<file path="config.mk">
export PLATFORM = sky130hd
export DESIGN_NAME = serial_flash_spi_front_end
export DESIGN_NICKNAME = d
export VERILOG_FILES = /design/src/rtl/flash_front_pkg.sv /design/src/rtl/pin_sync.sv /design/src/rtl/serial_flash_spi_front_end.sv
export VERILOG_INCLUDE_DIRS = /design/src /design/src/rtl
export SDC_FILE = /design/constraint.sdc
export NUM_CORES = 1
export LEC_CHECK = 0
export BUFFER_PORTS_ARGS = -buffer_cell sky130_fd_sc_hd__buf_2
export CAP_MARGIN = 15
export CORE_ASPECT_RATIO = 0.8
export CORE_MARGIN = 3
export CORE_UTILIZATION = 51
export DETAILED_ROUTE_END_ITERATION = 6
export PLACE_DENSITY = 0.86
export SYNTH_ARGS = -nofsm -noshare
export SYNTH_HDL_FRONTEND = slang
export SYNTH_SLANG_ARGS = --single-unit
export TNS_END_PERCENT = 1
</file>
<file path="constraint.sdc">
create_clock -name clk -period 2.3 [get_ports clk]
set_input_delay 0.46 -clock clk [delete_from_list [all_inputs] [get_ports clk]]
set_output_delay 0.46 -clock clk [all_outputs]
set_load 0.02 [all_outputs]
</file>
<file path="src/rtl/flash_front_defines.svh">
`ifndef FLASH_FRONT_DEFINES_SVH
`define FLASH_FRONT_DEFINES_SVH

`define ADDR_W              21
`define BUSY_CNT_W          23

`define SR_BUSY             0
`define SR_LATCH            1
`define SR_BP_LO            2
`define SR_BP_HI            5
`define SR_AAI              6
`define SR_LOCK             7
`define SR_RESET            8'h1C

`define CMD_STATUS_WRITE    8'h01
`define CMD_STATUS_READ     8'h05

`define SECTOR_BYTES        32'h0000_1000
`define BLOCK32_BYTES       32'h0000_8000
`define BLOCK64_BYTES       32'h0001_0000

`define CLK_PERIOD_NS       8
`define FULL_ERASE_MS       35
`define SECTOR_ERASE_MS     18
`define BYTE_PROGRAM_US     7
`define FULL_ERASE_CYCLES   (`FULL_ERASE_MS * 1000000 / `CLK_PERIOD_NS)
`define SECTOR_ERASE_CYCLES (`SECTOR_ERASE_MS * 1000000 / `CLK_PERIOD_NS)
`define BYTE_PROGRAM_CYCLES (`BYTE_PROGRAM_US * 1000 / `CLK_PERIOD_NS)

`endif

</file>
<file path="src/rtl/flash_front_pkg.sv">
`include "flash_front_defines.svh"

package flash_front_pkg;

  typedef enum logic [4:0]
  {
    OP_PROGRAM = 5'h01,
    OP_SECTOR  = 5'h02,
    OP_BLOCK32 = 5'h04,
    OP_BLOCK64 = 5'h08,
    OP_FULL    = 5'h10
  } op_kind_type;

  typedef struct packed
  {
    logic              sck;
    logic              cs_n;
    logic              si;
    logic              hold_n;
    logic              wp_n;
  } pin_in_type;

  typedef struct packed
  {
    logic              start;
    op_kind_type       kind;
    logic [`ADDR_W-1:0] addr;
  } op_req_type;

  typedef struct packed
  {
    logic                   selected;
    logic                   paused;
    logic                   out_active;
    logic                   sck_prev;
    logic                   cs_prev;
    logic [2:0]             bit_cnt;
    logic [1:0]             byte_cnt;
    logic [7:0]             cmd;
    logic [7:0]             rx_shift;
    logic [7:0]             tx_shift;
    logic [7:0]             rx_byte;
    logic                   rx_valid;
    logic                   so;
    logic                   so_drive;
    logic [7:0]             status;
    logic                   status_refused;
    logic [`BUSY_CNT_W-1:0] busy_cnt;
    logic [`ADDR_W-1:0]     erase_base;
  } front_state_type;

endpackage

</file>
<file path="src/rtl/pin_sync.sv">
`timescale 1ns/1ps

module pin_sync #(
  parameter int WIDTH = 5
) (
  input  wire logic             clk,
  input  wire logic             rst_n,
  input  wire logic [WIDTH-1:0] pins,
  output      logic [WIDTH-1:0] pins_s
);

  typedef struct packed
  {
    logic [WIDTH-1:0] first;
    logic [WIDTH-1:0] second;
  } sync_state_type;

  sync_state_type q;
  sync_state_type d;

  // First stage feeds only the second stage
  always_comb
  begin
    d        = q;
    d.first  = pins;
    d.second = q.first;
  end

  always_ff @(posedge clk or negedge rst_n)
  begin
    if (!rst_n)
      q <= '{first: {WIDTH{1'b1}}, second: {WIDTH{1'b1}}};
    else
      q <= d;
  end

  assign pins_s = q.second;

endmodule // pin_sync

</file>
<file path="src/rtl/serial_flash_spi_front_end.sv">
`timescale 1ns/1ps
`include "flash_front_defines.svh"

// Functional notes
// - Command, address and write-data bits are captured on serial clock rising edges.
// - Serial output moves to its next bit on serial clock falling edges.
// - A new command starts only on a high-to-low select transition.
// - Clock idle low (mode 0) and idle high (mode 3) both work.
// - In auto-increment programming the output shows ready/busy while deselected.
// - Pause freezes the serial exchange without losing internal state.
// - Write-guard pin enables or disables the lock-down bit.
// - Erase granularity: 4 KByte sectors, 32 KByte and 64 KByte blocks.
// - Busy flag in status shows an internal write; host polls it.
// - Busy lasts 35 ms full erase, 18 ms sector/block, 7 us byte.
// - Status layout busy/latch/protect[5:2]/auto/lock, power-up value 1Ch.
// - Status write refused only when guard low and lock bit set.
// - Hold pin enters or leaves pause only while the serial clock is low; deselect ends pause at any clock level.
// - Paused output floats; select high during pause resets serial logic.
module serial_flash_spi_front_end #(
  parameter int unsigned FULL_ERASE_CYCLES   = `FULL_ERASE_CYCLES,
  parameter int unsigned SECTOR_ERASE_CYCLES = `SECTOR_ERASE_CYCLES
) (
  input  wire logic                       clk,
  input  wire logic                       rst_n,
  input  wire flash_front_pkg::pin_in_type pins,
  output      logic                       so_out,
  output      logic                       so_oe_n,
  input  wire logic [7:0]                 tx_byte,
  input  wire logic                       tx_enable,
  input  wire flash_front_pkg::op_req_type op,
  input  wire logic                       latch_set,
  input  wire logic                       latch_clear,
  input  wire logic                       auto_increment_program,
  output      logic [7:0]                 rx_byte,
  output      logic                       rx_valid,
  output      logic                       selected,
  output      logic [7:0]                 status_reg,
  output      logic                       status_refused,
  output      logic [`ADDR_W-1:0]         erase_base
);

  localparam logic [`BUSY_CNT_W-1:0] PROGRAM_LOAD = `BUSY_CNT_W'(`BYTE_PROGRAM_CYCLES);
  localparam logic [`BUSY_CNT_W-1:0] SECTOR_LOAD  = `BUSY_CNT_W'(SECTOR_ERASE_CYCLES);
  localparam logic [`BUSY_CNT_W-1:0] FULL_LOAD    = `BUSY_CNT_W'(FULL_ERASE_CYCLES);
  localparam logic [`ADDR_W-1:0]     SECTOR_MASK  = ~(`ADDR_W'(`SECTOR_BYTES - 32'h1));
  localparam logic [`ADDR_W-1:0]     BLOCK32_MASK = ~(`ADDR_W'(`BLOCK32_BYTES - 32'h1));
  localparam logic [`ADDR_W-1:0]     BLOCK64_MASK = ~(`ADDR_W'(`BLOCK64_BYTES - 32'h1));

  // Previous-level flags start at the synchroniser's reset level, so no false edge follows reset
  localparam flash_front_pkg::front_state_type STATE_RESET = '{
    sck_prev: 1'b1,
    cs_prev:  1'b1,
    status:   `SR_RESET,
    default:  '0
  };

  flash_front_pkg::pin_in_type     pins_s;
  flash_front_pkg::front_state_type q;
  flash_front_pkg::front_state_type d;
  logic                            sck_rise;
  logic                            sck_fall;
  logic                            wr_guarded;
  logic [7:0]                      sh;
  logic [7:0]                      cmd_now;

  pin_sync #(
    .WIDTH  ($bits(flash_front_pkg::pin_in_type))
  ) u_pin_sync (
    .clk    (clk),
    .rst_n  (rst_n),
    .pins   (pins),
    .pins_s (pins_s)
  );

  // Edges are found on the synchronised copy, so the link clock must stay well below clk/4
  assign sck_rise   = pins_s.sck & ~q.sck_prev;
  assign sck_fall   = ~pins_s.sck & q.sck_prev;
  assign wr_guarded = ~pins_s.wp_n & q.status[`SR_LOCK];
  assign sh         = {q.rx_shift[6:0], pins_s.si};
  assign cmd_now    = (q.byte_cnt == 2'd0) ? sh : q.cmd;

  always_comb
  begin
    d                = q;
    d.rx_valid       = 1'b0;
    d.status_refused = 1'b0;
    d.sck_prev       = pins_s.sck;
    d.cs_prev        = pins_s.cs_n;

    if (pins_s.cs_n)
    begin
      // Deselect ends any sequence, paused or not
      d.selected   = 1'b0;
      d.paused     = 1'b0;
      d.out_active = 1'b0;
      d.bit_cnt    = 3'd0;
      d.byte_cnt   = 2'd0;
    end
    else if (q.cs_prev)
    begin
      // Only a falling select begins a command
      d.selected   = 1'b1;
      d.paused     = 1'b0;
      d.out_active = 1'b0;
      d.bit_cnt    = 3'd0;
      d.byte_cnt   = 2'd0;
    end
    else if (q.selected)
    begin
      if (!pins_s.sck)
        d.paused = ~pins_s.hold_n;
      // Counters and shifters hold while paused
      if (!q.paused && sck_rise)
      begin
        d.rx_shift = sh;
        d.bit_cnt  = q.bit_cnt + 3'd1;
        if (q.bit_cnt == 3'd7)
        begin
          d.rx_byte  = sh;
          d.rx_valid = 1'b1;
          if (q.byte_cnt != 2'd3)
            d.byte_cnt = q.byte_cnt + 2'd1;
          if (q.byte_cnt == 2'd0)
            d.cmd = sh;
          if ((cmd_now == `CMD_STATUS_READ) || tx_enable)
            d.out_active = 1'b1;
          d.tx_shift = (cmd_now == `CMD_STATUS_READ) ? q.status : tx_byte;
          if ((q.byte_cnt == 2'd1) && (q.cmd == `CMD_STATUS_WRITE))
          begin
            if (wr_guarded)
              d.status_refused = 1'b1;
            else
            begin
              d.status[`SR_BP_HI:`SR_BP_LO] = sh[`SR_BP_HI:`SR_BP_LO];
              d.status[`SR_LOCK]            = sh[`SR_LOCK];
              d.status[`SR_LATCH]           = 1'b0;
            end
          end
        end
      end
      if (!q.paused && sck_fall && q.out_active)
      begin
        d.so       = q.tx_shift[7];
        d.tx_shift = {q.tx_shift[6:0], 1'b0};
      end
    end

    // Internal write timing; a request while busy is dropped
    if (q.busy_cnt != '0)
    begin
      d.busy_cnt = q.busy_cnt - `BUSY_CNT_W'(1);
      if (q.busy_cnt == `BUSY_CNT_W'(1))
        d.status[`SR_LATCH] = 1'b0;
    end
    else if (op.start && q.status[`SR_LATCH])
    begin
      unique case (op.kind)
        flash_front_pkg::OP_PROGRAM:
        begin
          d.busy_cnt   = PROGRAM_LOAD;
          d.erase_base = op.addr;
        end
        flash_front_pkg::OP_SECTOR:
        begin
          d.busy_cnt   = SECTOR_LOAD;
          d.erase_base = op.addr & SECTOR_MASK;
        end
        flash_front_pkg::OP_BLOCK32:
        begin
          d.busy_cnt   = SECTOR_LOAD;
          d.erase_base = op.addr & BLOCK32_MASK;
        end
        flash_front_pkg::OP_BLOCK64:
        begin
          d.busy_cnt   = SECTOR_LOAD;
          d.erase_base = op.addr & BLOCK64_MASK;
        end
        flash_front_pkg::OP_FULL:
        begin
          d.busy_cnt   = FULL_LOAD;
          d.erase_base = '0;
        end
        default:
        begin
          d.busy_cnt   = '0;
        end
      endcase
    end
    d.status[`SR_BUSY] = (d.busy_cnt != '0);
    d.status[`SR_AAI]  = auto_increment_program;

    if (latch_clear)
      d.status[`SR_LATCH] = 1'b0;
    if (latch_set)
      d.status[`SR_LATCH] = 1'b1;

    // Ready/busy replaces data on the output only while deselected
    if (pins_s.cs_n && auto_increment_program)
      d.so = ~q.status[`SR_BUSY];
    d.so_drive = (d.selected & ~d.paused & d.out_active) | (pins_s.cs_n & auto_increment_program);
  end

  always_ff @(posedge clk or negedge rst_n)
  begin
    if (!rst_n)
      q <= STATE_RESET;
    else
      q <= d;
  end

  assign so_out         = q.so;
  assign so_oe_n        = ~q.so_drive;
  assign rx_byte        = q.rx_byte;
  assign rx_valid       = q.rx_valid;
  assign selected       = q.selected;
  assign status_reg     = q.status;
  assign status_refused = q.status_refused;
  assign erase_base     = q.erase_base;

  capture_rise_a: assert property (@(posedge clk) disable iff (!rst_n)
    (q.selected && !q.paused && !pins_s.cs_n && !q.cs_prev && sck_rise && q.bit_cnt == 3'd7)
      |=> (q.rx_valid && q.rx_byte == $past(sh)))
    else $error("byte not captured on rising clock");

  shift_fall_a: assert property (@(posedge clk) disable iff (!rst_n)
    (q.selected && !q.paused && !pins_s.cs_n && !q.cs_prev && sck_fall && q.out_active)
      |=> (q.so == $past(q.tx_shift[7])))
    else $error("output bit not moved on falling clock");

  select_edge_a: assert property (@(posedge clk) disable iff (!rst_n)
    $rose(q.selected) |-> $past(q.cs_prev && !pins_s.cs_n))
    else $error("selected without falling select");

  pause_change_a: assert property (@(posedge clk) disable iff (!rst_n)
    (q.selected && $past(q.selected) && q.paused != $past(q.paused)) |-> !$past(pins_s.sck))
    else $error("pause changed while clock high");

  pause_float_a: assert property (@(posedge clk) disable iff (!rst_n)
    q.paused |-> !q.so_drive)
    else $error("output driven while paused");

  deselect_float_a: assert property (@(posedge clk) disable iff (!rst_n)
    (pins_s.cs_n && !auto_increment_program) |=> (!q.so_drive && !q.selected))
    else $error("output driven while deselected");

  ready_busy_a: assert property (@(posedge clk) disable iff (!rst_n)
    (pins_s.cs_n && auto_increment_program) |=> (q.so_drive && q.so == !$past(q.status[`SR_BUSY])))
    else $error("ready/busy not shown on output");

  guard_refuse_a: assert property (@(posedge clk) disable iff (!rst_n)
    (q.selected && !q.paused && !pins_s.cs_n && !q.cs_prev && sck_rise && q.bit_cnt == 3'd7
      && q.byte_cnt == 2'd1 && q.cmd == `CMD_STATUS_WRITE && wr_guarded)
      |=> (q.status_refused && $stable(q.status[`SR_BP_HI:`SR_BP_LO]) && q.status[`SR_LOCK]))
    else $error("guarded status write not refused");

  program_time_a: assert property (@(posedge clk) disable iff (!rst_n)
    (q.busy_cnt == '0 && op.start && op.kind == flash_front_pkg::OP_PROGRAM && q.status[`SR_LATCH])
      |=> (q.busy_cnt == PROGRAM_LOAD && q.status[`SR_BUSY]))
    else $error("program busy time wrong");

  // Load value plus a strict one-per-cycle countdown fixes the whole busy span
  busy_count_a: assert property (@(posedge clk) disable iff (!rst_n)
    (q.busy_cnt != '0)
      |=> (q.busy_cnt == ($past(q.busy_cnt) - `BUSY_CNT_W'(1)) && q.status[`SR_BUSY] == (q.busy_cnt != '0)))
    else $error("busy counter not counting down");

endmodule // serial_flash_spi_front_end

</file>
==> impl_metrics.json <==
{
  "clockBufferDepth": 2,
  "finalCritPeriodShare_pct": 105,
  "outcome": "finished with violations",
  "required_ps": 2530,
  "critPathCaptureType": "flip-flop",
  "power_leakage_nw": 3.35,
  "seq_area_frac_synth_pct": 50.7,
  "io_pins": 88,
  "synthCells": 523,
  "antenna_left": 0,
  "drive_gt1_share_pct": 37.5,
  "synth_ff_type": "dfrtp_1",
  "die-area_um2": 11700,
  "grt_max_degree": 43,
  "clkSlewWorstSetupHoldPaths_ps": 70,
  "path_delay_family": "simple AND/OR/NAND/NOR gates",
  "ys_seq_elements": 107,
  "cts_tree": "yes",
  "tightest_slew_ps": 695,
  "crit_path_start": "q[89]",
  "relSlewSlack_pct": 52.4,
  "hold_path.class": "input port to async pin",
  "place_congestion": 0.972,
  "maxCapViolations": 0,
  "initial_core_util_pct": 53.7,
  "async_flop_share_pct": 100,
  "rsz0062_at_grt": "yes",
  "power_density_nw_per_um2": 537,
  "grt_pass1_vias": 4548,
  "rows": 32,
  "final_hold_viol_count": 0,
  "yosys-top-cells-area": "dfrtp_1, dfstp_2, nand2_1",
  "finalPower_mw": 3.61,
  "h-tree-depth": 3,
  "io_buffers": 87,
  "fin_crit_ps": 2410,
  "drt-total-wl_mm": 13.6,
  "cp.buffers_inverters": 2,
  "crit_chain": "inv_2, ha_4, nand2_2, or4_4, nand2b_4, a221oi_4, buf_6, mux2i_4, o21ai_1, a22o_1",
  "hpwl_mm": 9.89,
  "yosysTopAreaCell": "dfrtp_1",
  "final_nets": 707,
  "placed_cells": 774,
  "setup_ws_ps": -107,
  "arrival_ps": 2640,
  "detail_route.iter0.violations": 340,
  "regMostFlops": "q",
  "firstDrtPassIters": 5,
  "antenna_found_initial": 0,
  "cts.sinks": 107,
  "max_stage_delay_ps": 420,
  "drc": 0,
  "crit_type": "flip-flop to flip-flop",
  "grt_pass1_wl_mm": 22.1,
  "report.final.slew_viol_count": 0,
  "worst_setup_path_start_kind": "flip-flop",
  "synthTopCellsByCount": "nand2_1, dfrtp_1, buf_4, o21ai_1, nor2_1",
  "setup_viol": 9,
  "failed_checks": "negative setup slack",
  "numCtsBuffers": 9,
  "yosysTopAreaCellShare_pct": 43.3,
  "synth_most_common_cell": "nand2_1",
  "largest_register_ffs": 56,
  "critPathSlowestCell": "or4_4",
  "overflow": 0,
  "yosys_warnings": 0,
  "syn_avg_cell_area_um2": 10.2,
  "synth_edf_count": 0,
  "core-area_um2": 9890,
  "r2r_start": "q[89]",
  "root_buffer": "clkbuf_16",
  "syn_nets": 577,
  "dieHeight_um": 97.3,
  "rrSetupSlack_ps": -110,
  "fin_skew_ps": 7.24,
  "crit_fanout": 4,
  "die_w_um": 120,
  "post_layout_nonfiller_instances": 794,
  "routedWlPerCell_um": 17.1,
  "max_freq_mhz": 415,
  "netlist_area_um2": 5310,
  "vdd_drop_max_v": 0.000348,
  "clkLatencyLatePin_ps": 350,
  "grt.total_usage_pct": 23.7,
  "syn_to_final_growth_pct": 26.5,
  "vias_per_cell": 5.53,
  "diodes": 0,
  "synth_cell_type_count": 65,
  "num_vias": 4387
}
final timing paths:
check,end,depth (start not counted)
setup / recovery,q[66],10
hold / removal,q[90],1
setup reg to reg,q[66],10
hold reg to reg,u_pin_sync.pins_s[2],0
max in group asynchronous,u_pin_sync.d[0],2
min in group clk,u_pin_sync.d[1],1
cell usage in the layout (no fill, tap or decap), drive strengths merged, types with 12 or more instances in the layout:
| master | n |
|---|---|
| a21oi | 14 |
| buf | 176 |
| dfrtp | 92 |
| dfstp | 15 |
| inv | 12 |
| mux2 | 21 |
| nand2 | 98 |
| nor2 | 24 |
| nor3 | 12 |
| nor4 | 13 |
| o21ai | 37 |
cell type report:
| type | count | area, µm² |
|---|---|---|
| Clock inverter | 6 | 41.3 |
| Timing Repair Buffer | 176 | 1170 |
| Tap cell | 136 | 170 |
| Fill cell | 723 | 3170 |
| Inverter | 11 | 41.3 |
| Clock buffer | 10 | 229 |
| Multi-Input combinational cell | 348 | 2380 |
| Sequential cell | 107 | 2700 |
stage by stage:
stage / setup TNS, ps / hold WS (ps) / setup slack (ps) / area [µm²] / utilization, %
finish: -536 / 99.7 / -107 / 6720 / 68.0
CTS: -373 / 117 / -78.3 / 6610 / 66.8
floorplan: -1180 / 164 / -146 / 5320 / -
global route: -1790 / 121 / -186 / 6720 / 68.0
detailed placement: -1180 / 347 / -136 / 6240 / 63.1
global placement: -297 / 347 / -94.3 / 6240 / 63.1
where the power goes:
group          switching (mW)  internal [mW]
logic                   0.132         0.0994
registers              0.0276           1.91
clock network           0.699          0.735
total                   0.859           2.75
repair_timing:
| action | 4_1_cts | 5_1_grt |
|---|---|---|
| setup endpoints to repair | 30 | 35 |
| gates resized for setup | 13 | 23 |
| hold buffers | 0 | 0 |
| pin swaps | 5 | 5 |
| setup buffers | 3 | 1 |
worst reg2reg max path, cell delays in order, from the launching register on:
cell and delay [ps]:
dfrtp_1 400, inv_2 80, ha_4 150, nand2_2 50, or4_4 420, nand2b_4 170
a221oi_4 320, buf_6 190, mux2i_4 250, o21ai_1 80, a22o_1 190
cell families after synthesis:
| logic type | synth area share (%) |
|---|---|
| buf+inv | 7.49 |
| simple gates | 18.3 |
| xor+xnor | 2.80 |
| mux | 6.52 |
| compound gates | 12.2 |
| flops | 50.7 |
| fa+ha+maj | 1.88 |
per-layer routing:
metal,wire length (µm),track usage [%],up-vias
li1,-,-,2062
met5,0,0,-
met4,280,7.04,0
met1,5670,31.1,2133
met2,6730,38.8,163
met3,903,6.00,29
Power figures use the tool's default switching activity.
